[src/include/tcw_pkg.sv]
// constants and mode codes of the 8-bit compare timer
// assumes one 50 MHz clock and a 32-bit Avalon-MM port
//
// Functional notes
// a force strobe acts as an output-only match outside fast pwm.
// a counter write blocks compare matches at the next tick.
// output select is unbuffered; a new value acts at the next match.
// compare output states clear at reset.
// nonzero select overrides the port value; the port keeps direction.
// output states survive mode changes.
// select zero leaves the output state alone at a match.
// normal mode counts up only, wrapping ff to 00.
// normal mode sets overflow as the count becomes zero.
// clear-on-match mode clears the counter at compare a.
// compare a is unbuffered; a value below the count waits a wrap.
// clear-on-match sets the match a flag at each top.
// clear-on-match, select one toggles output a at each match.
// clear-on-match sets overflow passing ff to 00.
// fast pwm is mode 3, top ff, or mode 7, top compare a.
// fast pwm counts to top, then clears on the next tick.
// fast pwm select two clears at match, sets at bottom; three inverts.
// fast pwm select one toggles output a only with mode msb.
// fast pwm sets overflow at each top.
// compare at bottom gives one-tick spikes; at max a constant level.
// fast pwm compare writes are buffered until period end.
// a match sets its flag at the tick; ack or write-one clears.
// a counter write beats a clear or count in the same cycle.
// in pwm the buffer moves to the active compare at top.
// clock select zero stops the counter; it stays readable and writable.
// force strobes last one cycle and read back as zero.
// force strobes are ignored in fast pwm.
`default_nettype none

package tcw_pkg;

   // ==========================================================
   // register map, byte addresses
   localparam logic [4:0] TCW_OFS_CTRL_A = 5'h00;
   localparam logic [4:0] TCW_OFS_CTRL_B = 5'h04;
   localparam logic [4:0] TCW_OFS_COUNT = 5'h08;
   localparam logic [4:0] TCW_OFS_CMP_A = 5'h0c;
   localparam logic [4:0] TCW_OFS_CMP_B = 5'h10;
   localparam logic [4:0] TCW_OFS_FLAGS = 5'h14;

   // ==========================================================
   // field positions
   localparam int TCW_SEL_A_LSB = 6;
   localparam int TCW_SEL_B_LSB = 4;
   localparam int TCW_MODE_LO_LSB = 0;
   localparam int TCW_FORCE_A_BIT = 7;
   localparam int TCW_FORCE_B_BIT = 6;
   localparam int TCW_MODE_MSB_BIT = 3;
   localparam int TCW_CS_LSB = 0;
   localparam int TCW_OVF_BIT = 0;
   localparam int TCW_MATCH_A_BIT = 1;
   localparam int TCW_MATCH_B_BIT = 2;

   // ==========================================================
   // values
   localparam logic [7:0] TCW_BOTTOM = 8'h00;
   localparam logic [7:0] TCW_MAX = 8'hff;
   localparam logic [7:0] TCW_BYTE_RST = 8'h00;
   localparam logic [1:0] TCW_SEL_OFF = 2'h0;
   localparam logic [1:0] TCW_SEL_TOGGLE = 2'h1;
   localparam logic [1:0] TCW_SEL_CLEAR = 2'h2;
   localparam logic [1:0] TCW_SEL_SET = 2'h3;

   // ==========================================================
   // prescaler taps: all-ones low bits tick
   localparam logic [9:0] TCW_DIV8_MASK = 10'h007;
   localparam logic [9:0] TCW_DIV64_MASK = 10'h03f;
   localparam logic [9:0] TCW_DIV256_MASK = 10'h0ff;
   localparam logic [9:0] TCW_DIV1024_MASK = 10'h3ff;

   typedef enum logic [2:0] {
      TCW_CS_STOP = 3'b000,
      TCW_CS_DIV1 = 3'b001,
      TCW_CS_DIV8 = 3'b010,
      TCW_CS_DIV64 = 3'b011,
      TCW_CS_DIV256 = 3'b100,
      TCW_CS_DIV1024 = 3'b101,
      TCW_CS_EXT_FALL = 3'b110,
      TCW_CS_EXT_RISE = 3'b111
   } tcw_cs_e;

   typedef enum logic [2:0] {
      TCW_WM_NORMAL = 3'b000,
      TCW_WM_CLEAR_ON_MATCH = 3'b010,
      TCW_WM_FAST_MAX = 3'b011,
      TCW_WM_FAST_CMP = 3'b111
   } tcw_mode_e;

endpackage : tcw_pkg

`default_nettype wire

[src/verilog/tcw_channel.sv]
// one compare channel: value, match and output state
// assumes strobes from the timer core on the same clock
`default_nettype none

module tcw_channel #(
   parameter bit PWM_TOGGLE = 1'b1
) (
   // clock and reset
   input wire logic clk_sys_i,
   input wire logic rstn_i,
   // timer core
   input wire logic tick_i,
   input wire logic [7:0] count_i,
   input wire logic fast_pwm_i,
   input wire logic mode_msb_i,
   input wire logic block_i,
   input wire logic period_end_i,
   // software side
   input wire logic [1:0] select_i,
   input wire logic force_i,
   input wire logic cmp_wr_i,
   input wire logic [7:0] cmp_wdata_i,
   // results
   output logic [7:0] cmp_buf_o,
   output logic [7:0] cmp_act_o,
   output logic match_o,
   output logic state_o
);
   import tcw_pkg::*;

   logic hit;
   logic act_nxt;
   logic state_nxt;

   // blocked match
   assign hit = tick_i && (count_i == cmp_act_o) && !block_i;
   assign match_o = hit;

   // ==========================================================
   // compare value
   always_ff @(posedge clk_sys_i) begin
      if (!rstn_i) begin
         cmp_buf_o <= TCW_BYTE_RST;
      end else if (cmp_wr_i) begin
         cmp_buf_o <= cmp_wdata_i;
      end
   end

   always_ff @(posedge clk_sys_i) begin
      if (!rstn_i) begin
         cmp_act_o <= TCW_BYTE_RST;
      end else if (!fast_pwm_i) begin
         // direct write
         cmp_act_o <= cmp_wr_i ? cmp_wdata_i : cmp_buf_o;
      end else if (period_end_i) begin
         // load at top
         cmp_act_o <= cmp_buf_o;
      end
   end

   // ==========================================================
   // output state
   always_comb begin
      state_nxt = state_o;
      if (!fast_pwm_i) begin
         // force only here
         if (hit || force_i) begin
            case (select_i)
               // toggle on match
               TCW_SEL_TOGGLE: state_nxt = !state_o;
               TCW_SEL_CLEAR: state_nxt = 1'b0;
               TCW_SEL_SET: state_nxt = 1'b1;
               // no action
               default: state_nxt = state_o;
            endcase
         end
      end else begin
         // bottom wins; R20 constant level at max
         if (select_i[1] && period_end_i) begin
            state_nxt = (select_i == TCW_SEL_CLEAR);
         end else if (select_i[1] && hit) begin
            state_nxt = (select_i == TCW_SEL_SET);
         end else if (select_i == TCW_SEL_TOGGLE && hit) begin
            // toggle only on channel a with msb
            state_nxt = (PWM_TOGGLE && mode_msb_i) ? !state_o : state_o;
         end
      end
   end

   // reset only, never on mode change
   always_ff @(posedge clk_sys_i) begin
      if (!rstn_i) begin
         state_o <= 1'b0;
      end else begin
         state_o <= state_nxt;
      end
   end

endmodule : tcw_channel

`default_nettype wire

[src/verilog/tcw_timer8.sv]
// 8-bit timer, two compare channels, Avalon-MM registers
// assumes one clock, low sync reset, a port block around the pins
//
// Chosen here: the register addresses and the Avalon-MM slave port.
`default_nettype none

module tcw_timer8 (
   // clock and reset
   input wire logic clk_sys_i,
   input wire logic rstn_i,
   // avalon-mm slave
   input wire logic [4:0] avs_address_i,
   input wire logic avs_read_i,
   input wire logic avs_write_i,
   input wire logic [31:0] avs_writedata_i,
   input wire logic [3:0] avs_byteenable_i,
   output logic [31:0] avs_readdata_o,
   output logic avs_waitrequest_o,
   // external count source
   input wire logic ext_clk_i,
   // flags and interrupt acknowledge
   input wire logic [2:0] flag_ack_i,
   output logic [2:0] flags_o,
   // compare states
   output logic output_a_o,
   output logic output_b_o,
   // pin a
   input wire logic port_value_a_i,
   input wire logic pin_direction_bit_a_i,
   output logic pin_a_o,
   output logic pin_a_oe_o,
   // pin b
   input wire logic port_value_b_i,
   input wire logic pin_direction_bit_b_i,
   output logic pin_b_o,
   output logic pin_b_oe_o
);
   import tcw_pkg::*;

   // ==========================================================
   // declarations
   logic ack_r;
   logic wr_acc;
   logic rd_cap;
   logic be0;
   logic [7:0] wbyte;
   logic [7:0] rd_byte;

   logic [1:0] select_a_r;
   logic [1:0] select_b_r;
   logic [1:0] mode_lo_r;
   logic mode_msb_r;
   tcw_cs_e clock_select_r;
   logic [7:0] counter_value_r;
   logic [7:0] counter_nxt;
   logic block_r;
   logic [2:0] flags_r;
   logic [2:0] flag_set;
   logic [2:0] flag_clr;

   logic [9:0] presc_r;
   logic ext_s1_r;
   logic ext_s2_r;
   logic ext_s3_r;
   logic ext_lvl_r;
   logic ext_prev_r;
   logic tick;

   tcw_mode_e mode;
   logic fast_pwm;
   logic clear_mode;
   logic [7:0] top;
   logic at_top;
   logic period_end;
   logic wrap_clear;

   logic wr_ctrl_a;
   logic wr_ctrl_b;
   logic wr_count;
   logic wr_cmp_a;
   logic wr_cmp_b;
   logic wr_flags;
   logic force_a;
   logic force_b;
   logic [7:0] cmp_buf_a;
   logic [7:0] cmp_buf_b;
   logic [7:0] cmp_act_a;
   logic [7:0] cmp_act_b;
   logic match_a;
   logic match_b;

   // ==========================================================
   // bus handshake
   // one wait state; readdata captured while waiting
   assign avs_waitrequest_o = (avs_read_i || avs_write_i) && !ack_r;
   assign wr_acc = avs_write_i && ack_r;
   assign rd_cap = avs_read_i && !ack_r;
   assign be0 = avs_byteenable_i[0];
   assign wbyte = avs_writedata_i[7:0];

   always_ff @(posedge clk_sys_i) begin
      if (!rstn_i) begin
         ack_r <= 1'b0;
      end else begin
         ack_r <= (avs_read_i || avs_write_i) && !ack_r;
      end
   end

   // ==========================================================
   // write decode
   always_comb begin
      wr_ctrl_a = 1'b0;
      wr_ctrl_b = 1'b0;
      wr_count = 1'b0;
      wr_cmp_a = 1'b0;
      wr_cmp_b = 1'b0;
      wr_flags = 1'b0;
      if (wr_acc && be0) begin
         if (avs_address_i == TCW_OFS_CTRL_A) begin
            wr_ctrl_a = 1'b1;
         end else if (avs_address_i == TCW_OFS_CTRL_B) begin
            wr_ctrl_b = 1'b1;
         end else if (avs_address_i == TCW_OFS_COUNT) begin
            wr_count = 1'b1;
         end else if (avs_address_i == TCW_OFS_CMP_A) begin
            wr_cmp_a = 1'b1;
         end else if (avs_address_i == TCW_OFS_CMP_B) begin
            wr_cmp_b = 1'b1;
         end else if (avs_address_i == TCW_OFS_FLAGS) begin
            wr_flags = 1'b1;
         end
      end
   end

   // ==========================================================
   // read decode, unmapped reads as zero
   always_comb begin
      rd_byte = TCW_BYTE_RST;
      if (avs_address_i == TCW_OFS_CTRL_A) begin
         rd_byte[TCW_SEL_A_LSB +: 2] = select_a_r;
         rd_byte[TCW_SEL_B_LSB +: 2] = select_b_r;
         rd_byte[TCW_MODE_LO_LSB +: 2] = mode_lo_r;
      end else if (avs_address_i == TCW_OFS_CTRL_B) begin
         // strobes read zero
         rd_byte[TCW_MODE_MSB_BIT] = mode_msb_r;
         rd_byte[TCW_CS_LSB +: 3] = clock_select_r;
      end else if (avs_address_i == TCW_OFS_COUNT) begin
         // readable while stopped
         rd_byte = counter_value_r;
      end else if (avs_address_i == TCW_OFS_CMP_A) begin
         rd_byte = cmp_buf_a;
      end else if (avs_address_i == TCW_OFS_CMP_B) begin
         rd_byte = cmp_buf_b;
      end else if (avs_address_i == TCW_OFS_FLAGS) begin
         rd_byte[TCW_OVF_BIT] = flags_r[TCW_OVF_BIT];
         rd_byte[TCW_MATCH_A_BIT] = flags_r[TCW_MATCH_A_BIT];
         rd_byte[TCW_MATCH_B_BIT] = flags_r[TCW_MATCH_B_BIT];
      end
   end

   always_ff @(posedge clk_sys_i) begin
      if (!rstn_i) begin
         avs_readdata_o <= 32'h0000_0000;
      end else if (rd_cap) begin
         avs_readdata_o <= {24'h00_0000, rd_byte};
      end
   end

   // ==========================================================
   // control registers
   // select is live, no shadow copy
   always_ff @(posedge clk_sys_i) begin
      if (!rstn_i) begin
         select_a_r <= TCW_SEL_OFF;
         select_b_r <= TCW_SEL_OFF;
         mode_lo_r <= 2'h0;
      end else if (wr_ctrl_a) begin
         select_a_r <= wbyte[TCW_SEL_A_LSB +: 2];
         select_b_r <= wbyte[TCW_SEL_B_LSB +: 2];
         mode_lo_r <= wbyte[TCW_MODE_LO_LSB +: 2];
      end
   end

   always_ff @(posedge clk_sys_i) begin
      if (!rstn_i) begin
         mode_msb_r <= 1'b0;
         clock_select_r <= TCW_CS_STOP;
      end else if (wr_ctrl_b) begin
         mode_msb_r <= wbyte[TCW_MODE_MSB_BIT];
         clock_select_r <= tcw_cs_e'(wbyte[TCW_CS_LSB +: 3]);
      end
   end

   // one-cycle strobes, dropped in fast pwm
   assign force_a = wr_ctrl_b && wbyte[TCW_FORCE_A_BIT] && !fast_pwm;
   assign force_b = wr_ctrl_b && wbyte[TCW_FORCE_B_BIT] && !fast_pwm;

   // ==========================================================
   // timer clock enable
   always_ff @(posedge clk_sys_i) begin
      if (!rstn_i) begin
         presc_r <= 10'h000;
      end else begin
         presc_r <= presc_r + 10'h001;
      end
   end

   // level moves once stages two and three agree
   always_ff @(posedge clk_sys_i) begin
      if (!rstn_i) begin
         ext_s1_r <= 1'b0;
         ext_s2_r <= 1'b0;
         ext_s3_r <= 1'b0;
         ext_lvl_r <= 1'b0;
         ext_prev_r <= 1'b0;
      end else begin
         ext_s1_r <= ext_clk_i;
         ext_s2_r <= ext_s1_r;
         ext_s3_r <= ext_s2_r;
         if (ext_s2_r == ext_s3_r) begin
            ext_lvl_r <= ext_s3_r;
         end
         ext_prev_r <= ext_lvl_r;
      end
   end

   always_comb begin
      case (clock_select_r)
         // stopped
         TCW_CS_STOP: tick = 1'b0;
         TCW_CS_DIV1: tick = 1'b1;
         TCW_CS_DIV8: tick = &(presc_r | ~TCW_DIV8_MASK);
         TCW_CS_DIV64: tick = &(presc_r | ~TCW_DIV64_MASK);
         TCW_CS_DIV256: tick = &(presc_r | ~TCW_DIV256_MASK);
         TCW_CS_DIV1024: tick = &(presc_r | ~TCW_DIV1024_MASK);
         TCW_CS_EXT_FALL: tick = ext_prev_r && !ext_lvl_r;
         TCW_CS_EXT_RISE: tick = !ext_prev_r && ext_lvl_r;
         default: tick = 1'b0;
      endcase
   end

   // ==========================================================
   // mode decode
   assign mode = tcw_mode_e'({mode_msb_r, mode_lo_r});
   // fast pwm modes and their top
   assign fast_pwm = (mode == TCW_WM_FAST_MAX) || (mode == TCW_WM_FAST_CMP);
   assign clear_mode = (mode == TCW_WM_CLEAR_ON_MATCH);
   assign top = (mode == TCW_WM_FAST_CMP) ? cmp_act_a : TCW_MAX;
   assign at_top = (counter_value_r == top);
   assign period_end = tick && fast_pwm && at_top;
   // clear at compare a
   assign wrap_clear = fast_pwm ? at_top : (clear_mode && counter_value_r == cmp_act_a);

   // ==========================================================
   // counter
   always_comb begin
      counter_nxt = counter_value_r;
      if (wr_count) begin
         // cpu write first
         counter_nxt = wbyte;
      end else if (tick) begin
         // clear after top; R08 R11 wrap via 8-bit add
         counter_nxt = wrap_clear ? TCW_BOTTOM : counter_value_r + 8'h01;
      end
   end

   always_ff @(posedge clk_sys_i) begin
      if (!rstn_i) begin
         counter_value_r <= TCW_BYTE_RST;
      end else begin
         counter_value_r <= counter_nxt;
      end
   end

   // block until next tick, even stopped
   always_ff @(posedge clk_sys_i) begin
      if (!rstn_i) begin
         block_r <= 1'b0;
      end else if (wr_count) begin
         block_r <= 1'b1;
      end else if (tick) begin
         block_r <= 1'b0;
      end
   end

   // ==========================================================
   // flags
   always_comb begin
      flag_set = 3'h0;
      // zero after max; R19 at top in fast pwm
      flag_set[TCW_OVF_BIT] = tick && (fast_pwm ? at_top : counter_value_r == TCW_MAX);
      // match flags at the tick
      flag_set[TCW_MATCH_A_BIT] = match_a;
      flag_set[TCW_MATCH_B_BIT] = match_b;
      flag_clr = flag_ack_i | (wr_flags ? wbyte[2:0] : 3'h0);
   end

   // set wins over clear
   always_ff @(posedge clk_sys_i) begin
      if (!rstn_i) begin
         flags_r <= 3'h0;
      end else begin
         flags_r <= (flags_r & ~flag_clr) | flag_set;
      end
   end

   assign flags_o = flags_r;

   // ==========================================================
   // compare channels
   tcw_channel #(
      .PWM_TOGGLE(1'b1)
   ) u_chan_a (
      .clk_sys_i(clk_sys_i),
      .rstn_i(rstn_i),
      .tick_i(tick),
      .count_i(counter_value_r),
      .fast_pwm_i(fast_pwm),
      .mode_msb_i(mode_msb_r),
      .block_i(block_r),
      .period_end_i(period_end),
      .select_i(select_a_r),
      .force_i(force_a),
      .cmp_wr_i(wr_cmp_a),
      .cmp_wdata_i(wbyte),
      .cmp_buf_o(cmp_buf_a),
      .cmp_act_o(cmp_act_a),
      .match_o(match_a),
      .state_o(output_a_o)
   );

   // no toggle on channel b
   tcw_channel #(
      .PWM_TOGGLE(1'b0)
   ) u_chan_b (
      .clk_sys_i(clk_sys_i),
      .rstn_i(rstn_i),
      .tick_i(tick),
      .count_i(counter_value_r),
      .fast_pwm_i(fast_pwm),
      .mode_msb_i(mode_msb_r),
      .block_i(block_r),
      .period_end_i(period_end),
      .select_i(select_b_r),
      .force_i(force_b),
      .cmp_wr_i(wr_cmp_b),
      .cmp_wdata_i(wbyte),
      .cmp_buf_o(cmp_buf_b),
      .cmp_act_o(cmp_act_b),
      .match_o(match_b),
      .state_o(output_b_o)
   );

   // ==========================================================
   // pin override
   // value from the state, direction from the port
   assign pin_a_o = (select_a_r != TCW_SEL_OFF) ? output_a_o : port_value_a_i;
   assign pin_a_oe_o = pin_direction_bit_a_i;
   assign pin_b_o = (select_b_r != TCW_SEL_OFF) ? output_b_o : port_value_b_i;
   assign pin_b_oe_o = pin_direction_bit_b_i;

endmodule : tcw_timer8

`default_nettype wire
[config.mk]
export PLATFORM = sky130hd
export DESIGN_NAME = tcw_timer8
export DESIGN_NICKNAME = d
export VERILOG_FILES = /design/src/include/tcw_pkg.sv /design/src/verilog/tcw_channel.sv /design/src/verilog/tcw_timer8.sv
export SDC_FILE = /design/constraint.sdc
export NUM_CORES = 1
export LEC_CHECK = 0
export ABC_AREA = 1
export BUFFER_PORTS_ARGS = -buffer_cell sky130_fd_sc_hd__buf_4
export CAP_MARGIN = 20
export CORE_ASPECT_RATIO = 1.1
export CORE_MARGIN = 5
export CORE_UTILIZATION = 55
export DETAILED_ROUTE_END_ITERATION = 10
export GPL_ROUTABILITY_DRIVEN = 0
export PLACE_DENSITY = 0.81
export REMOVE_ABC_BUFFERS = 1
export SLEW_MARGIN = 20
export SYNTH_ARGS = -nofsm -noshare
export SYNTH_HDL_FRONTEND = slang
export SYNTH_SLANG_ARGS = --single-unit
[constraint.sdc]
create_clock -name clk_sys_i -period 2.3 [get_ports clk_sys_i]
set_input_delay 0.23 -clock clk_sys_i [delete_from_list [all_inputs] [get_ports clk_sys_i]]
set_output_delay 0.23 -clock clk_sys_i [all_outputs]
set_load 0.01 [all_outputs]
Word level (Yosys, flattened, before mapping)
Index checks and enable logic that the tools add are counted.
{"block": "classes", "add_sub_neg": 2, "n_mul": 0, "magnitude_cmp": 0, "muxes": 67, "n_bitwise": 4, "eq_ne": 30, "div": 0, "reduce_logical": 49, "shift": 0}
{"cell": "$mux 8", "n": 12}
{"cell": "$mux 1", "n": 43}
{"cell": "$eq 8x8->1", "n": 3}
{"cell": "$logic_and 1x1->1", "n": 23}
{"cell": "$eq 3x3->1 const B", "n": 5}
{"cell": "$eq 3x2->1 const B", "n": 4}
{"cell": "$mux 4", "n": 3}
{"cell": "$add 10x1->10 const B", "n": 1}
{"cell": "$eq 5x4->1 const B", "n": 2}
{"cell": "$eq 5x5->1 const B", "n": 2}
{"cell": "$reduce_and 10->1", "n": 1}
{"cell": "$reduce_bool 2->1", "n": 5}
{"cell": "$mux 3", "n": 3}
{"cell": "$add 8x1->8 const B", "n": 1}
{"cell": "$eq 2x2->1 const B", "n": 4}
{"cell": "$eq 8x8->1 const B", "n": 1}
{"cell": "$pmux 1 s8", "n": 1}
{"cell": "$reduce_and 8->1", "n": 1}
{"cell": "$reduce_bool 4->1", "n": 2}
{"cell": "$logic_not 1->1", "n": 7}
{"cell": "$or 3x3->3", "n": 2}
{"cell": "$pmux 1 s3", "n": 2}
{"cell": "$reduce_and 3->1", "n": 2}
{"cell": "$reduce_and 6->1", "n": 1}
{"cell": "other kinds (16)", "n": 21}
{"block": "totals", "rom_bits": 0, "n_memories": 0, "regBits": 80, "ram_bits": 0, "latch_bits": 0, "output_inout_bits": 42}

Logic depth before layout (Yosys ltp)
{"block": "logic_depth", "depth_word": 13, "ltp_mapped": 15, "depth_no_buf": 14}

Cells and area by module
From an unflattened synthesis, not the netlist that was laid out.
{"block": "hier_totals", "cells_unflattened": 712, "hier_area_um2": 4728.3}
{"module": "tcw_timer8", "cells_each": 439, "seq_area_each_um2": 920.9, "instances": 1, "area_each_um2": 2860.2}
{"module": "tcw_channel at u_chan_a", "cells_each": 143, "seq_area_each_um2": 340.3, "instances": 1, "area_each_um2": 957.2}
{"module": "tcw_channel at u_chan_b", "cells_each": 130, "seq_area_each_um2": 340.3, "instances": 1, "area_each_um2": 910.9}

Worst setup path before layout
OpenSTA, ideal clock, no wires.
{"block": "synth_timing", "kind": "register to register", "from": "register presc_r[0]", "to": "register u_chan_b.cmp_act_o[1]", "required_time_ps": 2226, "path_stages_with_launch": 13, "path_buffers": 1, "slack_ps": 605, "period_less_slack_ps": 1695, "setup_ps": 74, "arrival_time_ps": 1621, "path_cell_list": "dfxtp_1 -> ha_1 -> ha_1 -> nand2_1 -> a21oi_1 -> nand2_1 -> nand3_2 -> nand2_4 -> nand2_2 -> inv_2 -> buf_4 -> nand2_1 -> a31oi_1"}
{"block": "synth_via", "elab_chain_len": 5, "word_cells_on_any_way": 8}
{"item": "from (decl)", "line_no": "tcw_timer8.sv:61", "source": "logic [9:0] presc_r;"}
{"item": "from (signal assigned)", "line_no": "tcw_timer8.sv:204", "source": "presc_r <= presc_r + 10'h001;"}
{"item": "$reduce_and 10->1 (tied with other cells)", "line_no": "tcw_timer8.sv:235", "source": "TCW_CS_DIV1024: tick = &(presc_r | ~TCW_DIV1024_MASK);"}
{"item": "$pmux 1 s8 *", "line_no": "tcw_timer8.sv:228", "source": "case (clock_select_r)"}
{"item": "$logic_and 1x1->1 * (2 in a row)", "line_no": "tcw_timer8.sv:250", "source": "assign period_end = tick && fast_pwm && at_top;"}
{"item": "$ne 2x1->1 (no line) *"}
{"item": "to (signal assigned)", "line_no": "tcw_channel.sv:54", "source": "cmp_act_o <= cmp_wr_i ? cmp_wdata_i : cmp_buf_o;"}
{"item": "to (signal assigned)", "line_no": "tcw_channel.sv:57", "source": "cmp_act_o <= cmp_buf_o;"}
{"item": "to (decl)", "line_no": "tcw_channel.sv:25", "source": "output logic [7:0] cmp_act_o,"}
Mark *: on every way between the ends. The rest lies on a longest branch, timed or not.
A chain may end at the register's enable or synchronous reset.

Final worst setup path
{"block": "layout_timing", "from": "register presc_r[0]", "to": "register u_chan_b.cmp_act_o[6]"}
The elaborated chain is that of the path after synthesis.

==> impl_metrics.env <==
export IMPL_hold_path_startpoint="ext_clk_i"
export IMPL_postSynthAreaPerCell_sq_um=6.64
export IMPL_status="complete, no violations"
export IMPL_wire_per_inst_um=14.5
export IMPL_grt_ovfl_total=0
export IMPL_whs_endpoint="ext_s1_r"
export IMPL_period_minus_slack_ps=2050
export IMPL_hold_viol_final=0
export IMPL_synth_area_sq_um=4380
export IMPL_layout_drive_gt1_share_pct=13.0
export IMPL_critPathLaunchType="flip-flop"
export IMPL_ant_nets=0
export IMPL_path_max_fanout=16
export IMPL_yosysTopAreaCell="dfxtp_1"
export IMPL_cts_root_buf="clkbuf_8"
export IMPL_place_port_buffers=39
export IMPL_syn2layout_area_growth_pct=11.5
export IMPL_dieWidth_um=95.0
export IMPL_cts_tree="built"
export IMPL_fp_dieH_um=104
export IMPL_grt_usage_pct=24.3
export IMPL_ios=95
export IMPL_yosys_cell_types_count=46
export IMPL_vias=4437
export IMPL_firstDrtPassIters=5
export IMPL_irDropWorstVdd_mv=0.374
export IMPL_hold_path_depth=3
export IMPL_post_cts_resized=0
export IMPL_clock_sinks=80
export IMPL_final_cell_count_no_fill=807
export IMPL_dieArea_sq_um=9840
export IMPL_synth_cells=659
export IMPL_setup_tns_final_ps=0
export IMPL_cts_hold_buf=0
export IMPL_clockBufferDepth=2
export IMPL_yosys_register_bits=80
export IMPL_setup_viol=0
export IMPL_dp_cells=791
export IMPL_nets=750
export IMPL_worstPathArrival_ps=2330
export IMPL_tightest_slew_ps=576
export IMPL_start_util_pct=55.9
export IMPL_relSlewSlack_pct=61.6
export IMPL_path_clk_slew_ps=80
export IMPL_dp_hpwl_mm=8.49
export IMPL_core_area_sq_um=7830
export IMPL_utilization_pct=62.3
export IMPL_synth_top_area_share_pct=36.6
export IMPL_skew_ps=6.85
export IMPL_rsz0062_at_grt="false"
export IMPL_hold_path_class="in2reg"
export IMPL_reg2reg_depth=11
export IMPL_grt_start_max_net_pins=53
export IMPL_cts_inserted_buffers=9
export IMPL_fin_crit_sh_pct=89.2
export IMPL_grt_pass1_wl_mm=19.3
export IMPL_reg2reg_to="u_chan_b.cmp_act_o[6]"
export IMPL_placed_area_sq_um=4650
export IMPL_synthTopCellsByArea="dfxtp_1 37%, nand2_1 15%, nor2_1 6.4%, inv_1 6.1%, a21oi_1 5.3%"
export IMPL_r2r_setup_slack_ps=250
export IMPL_power_density_nw_per_um2=568
export IMPL_cts_htree_levels=3
export IMPL_fmax_mhz=488
export IMPL_slew_violations=0
export IMPL_drtIter0Drc=485
export IMPL_place_ws_ps=233
export IMPL_cp_required_ps=2580
export IMPL_worst_slack_ps=249
export IMPL_post_cts_repair_setup_buffers=0
export IMPL_rows=34
export IMPL_viasPerCell=5.50
export IMPL_antennaDiodeCount=0
export IMPL_r2r_start="presc_r[0]"
export IMPL_yosys_warnings=0
export IMPL_worstSetupPathType="reg2reg"
export IMPL_p_leak_nw=2.21
export IMPL_drc_errors=0
export IMPL_crit_path_end_kind="flip-flop"
export IMPL_clk_latency_ps=360
export IMPL_grt_pass1_vias=4061
export IMPL_synth_sequential_area_ratio_pct=36.6
export IMPL_antenna_found_initial=0
export IMPL_design_area_sq_um=4880
export IMPL_wl_mm=11.7
export IMPL_cap_violations=0
==> routing by layer <==
layer	GRT usage (%)	part of all wire, %	vias to the layer above
li1	-	-	2149
met1	32.8	40	2003
met2	37.9	47	248
met3	3.12	9.4	37
met4	12.1	4.0	0
met5	0	0	-
==> worst max path at each step <==
stage,startpoint,to,slack (ps),depth (start not counted)
3_3_place_gp,avs_address_i[1],u_chan_b.cmp_act_o[2],330,9
2_1_floorplan,ack_r,u_chan_a.cmp_act_o[5],590,8
3_5_place_dp,avs_address_i[1],u_chan_b.cmp_act_o[2],230,9
5_1_grt,presc_r[0],counter_value_r[6],20,9
6_report,presc_r[0],u_chan_b.cmp_act_o[6],250,11
4_1_cts,presc_r[0],u_chan_b.cmp_act_o[6],260,11
==> placed cells by master, fill, tap and decap left out, types with 5 or more instances in the layout <==
cell / instances
nand4_1: 7
clkbuf_8: 10
nand3_1: 27
nor3_1: 6
nor2_1: 75
inv_2: 9
conb_1: 24
buf_4: 45
a21oi_1: 46
o22ai_1: 6
xor2_1: 5
o21ai_0: 37
a22oi_1: 7
nand2_1: 174
or2_2: 9
inv_1: 71
dfxtp_1: 80
a31oi_1: 15
==> worst max-delay path, stage by stage (launching register included) <==
cell,delay (ps)
dfxtp_1,330
ha_1,220
ha_1,190
nand2_1,70
a21oi_1,60
nand2_1,80
nand3_2,220
nand2_4,230
nand2_2,110
inv_2,260
nand2_1,100
a31oi_1,130
==> cell type report <==
cell class,count,area (sq um)
Inverter,82,308
Sequential cell,80,1600
Fill cell,720,2950
Tap cell,108,135
Multi-Input combinational cell,476,2270
Timing Repair Buffer,45,338
Clock buffer,10,138
Clock inverter,6,91.3
==> registers in the layout, indices dropped and copies added, names as in the netlist, 2 cells and up <==
signal,flops
presc_r,10
avs_readdata_o,8
counter_value_r,8
u_chan_a.cmp_act_o,8
u_chan_a.cmp_buf_o,8
u_chan_b.cmp_act_o,8
u_chan_b.cmp_buf_o,8
clock_select_r,3
flags_o,3
mode_lo_r,2
select_a_r,2
select_b_r,2
==> through the flow <==
step | hold slack, ps | power, mW
detailed placement | 430 | 1.61
global route | 83.5 | 2.85
floorplan | 323 | 1.52
finish | 67.4 | 2.77
global placement | 399 | 1.60
CTS | 57.9 | 2.78
==> synth_stat cells, drive strengths merged <==
cell	n
a31oi	15
o21bai	2
nor3b	1
nor3	6
dfxtp	80
ha	3
o21a	2
conb	1
xor2	5
o221ai	1
buf	32
clkinv	2
a211oi	1
nand3b	1
nand3	29
a211o	3
o2111ai	1
or2	12
nand2	177
o31ai	2
nor2	79
mux2	1
nand4	7
a22oi	7
a21oi	48
o22ai	6
clkbuf	12
inv	80
o211ai	2
o21ai	38
a221oi	1
a21boi	1
xnor2	1
==> power breakdown <==
part	internal (mW)	total [mW]	switching (mW)	leakage, nW
sequential	1.40	1.41	0.0103	0.646
combinational	0.0586	0.166	0.108	1.46
clock	0.646	1.20	0.549	0.110
==> cells by family after synthesis <==
logic type,Yosys count,share of synthesized area (%)
xor gates and xnor gates,6,1.20
other,1,0.0857
adders and majority gates,3,0.858
buffers and inverters,126,13.6
AOI/OAI and AO/OA,130,17.1
muxes,1,0.257
and+or+nand+nor,312,30.3
DFF,80,36.6
No activity file was read; power rests on OpenSTA's default activity.
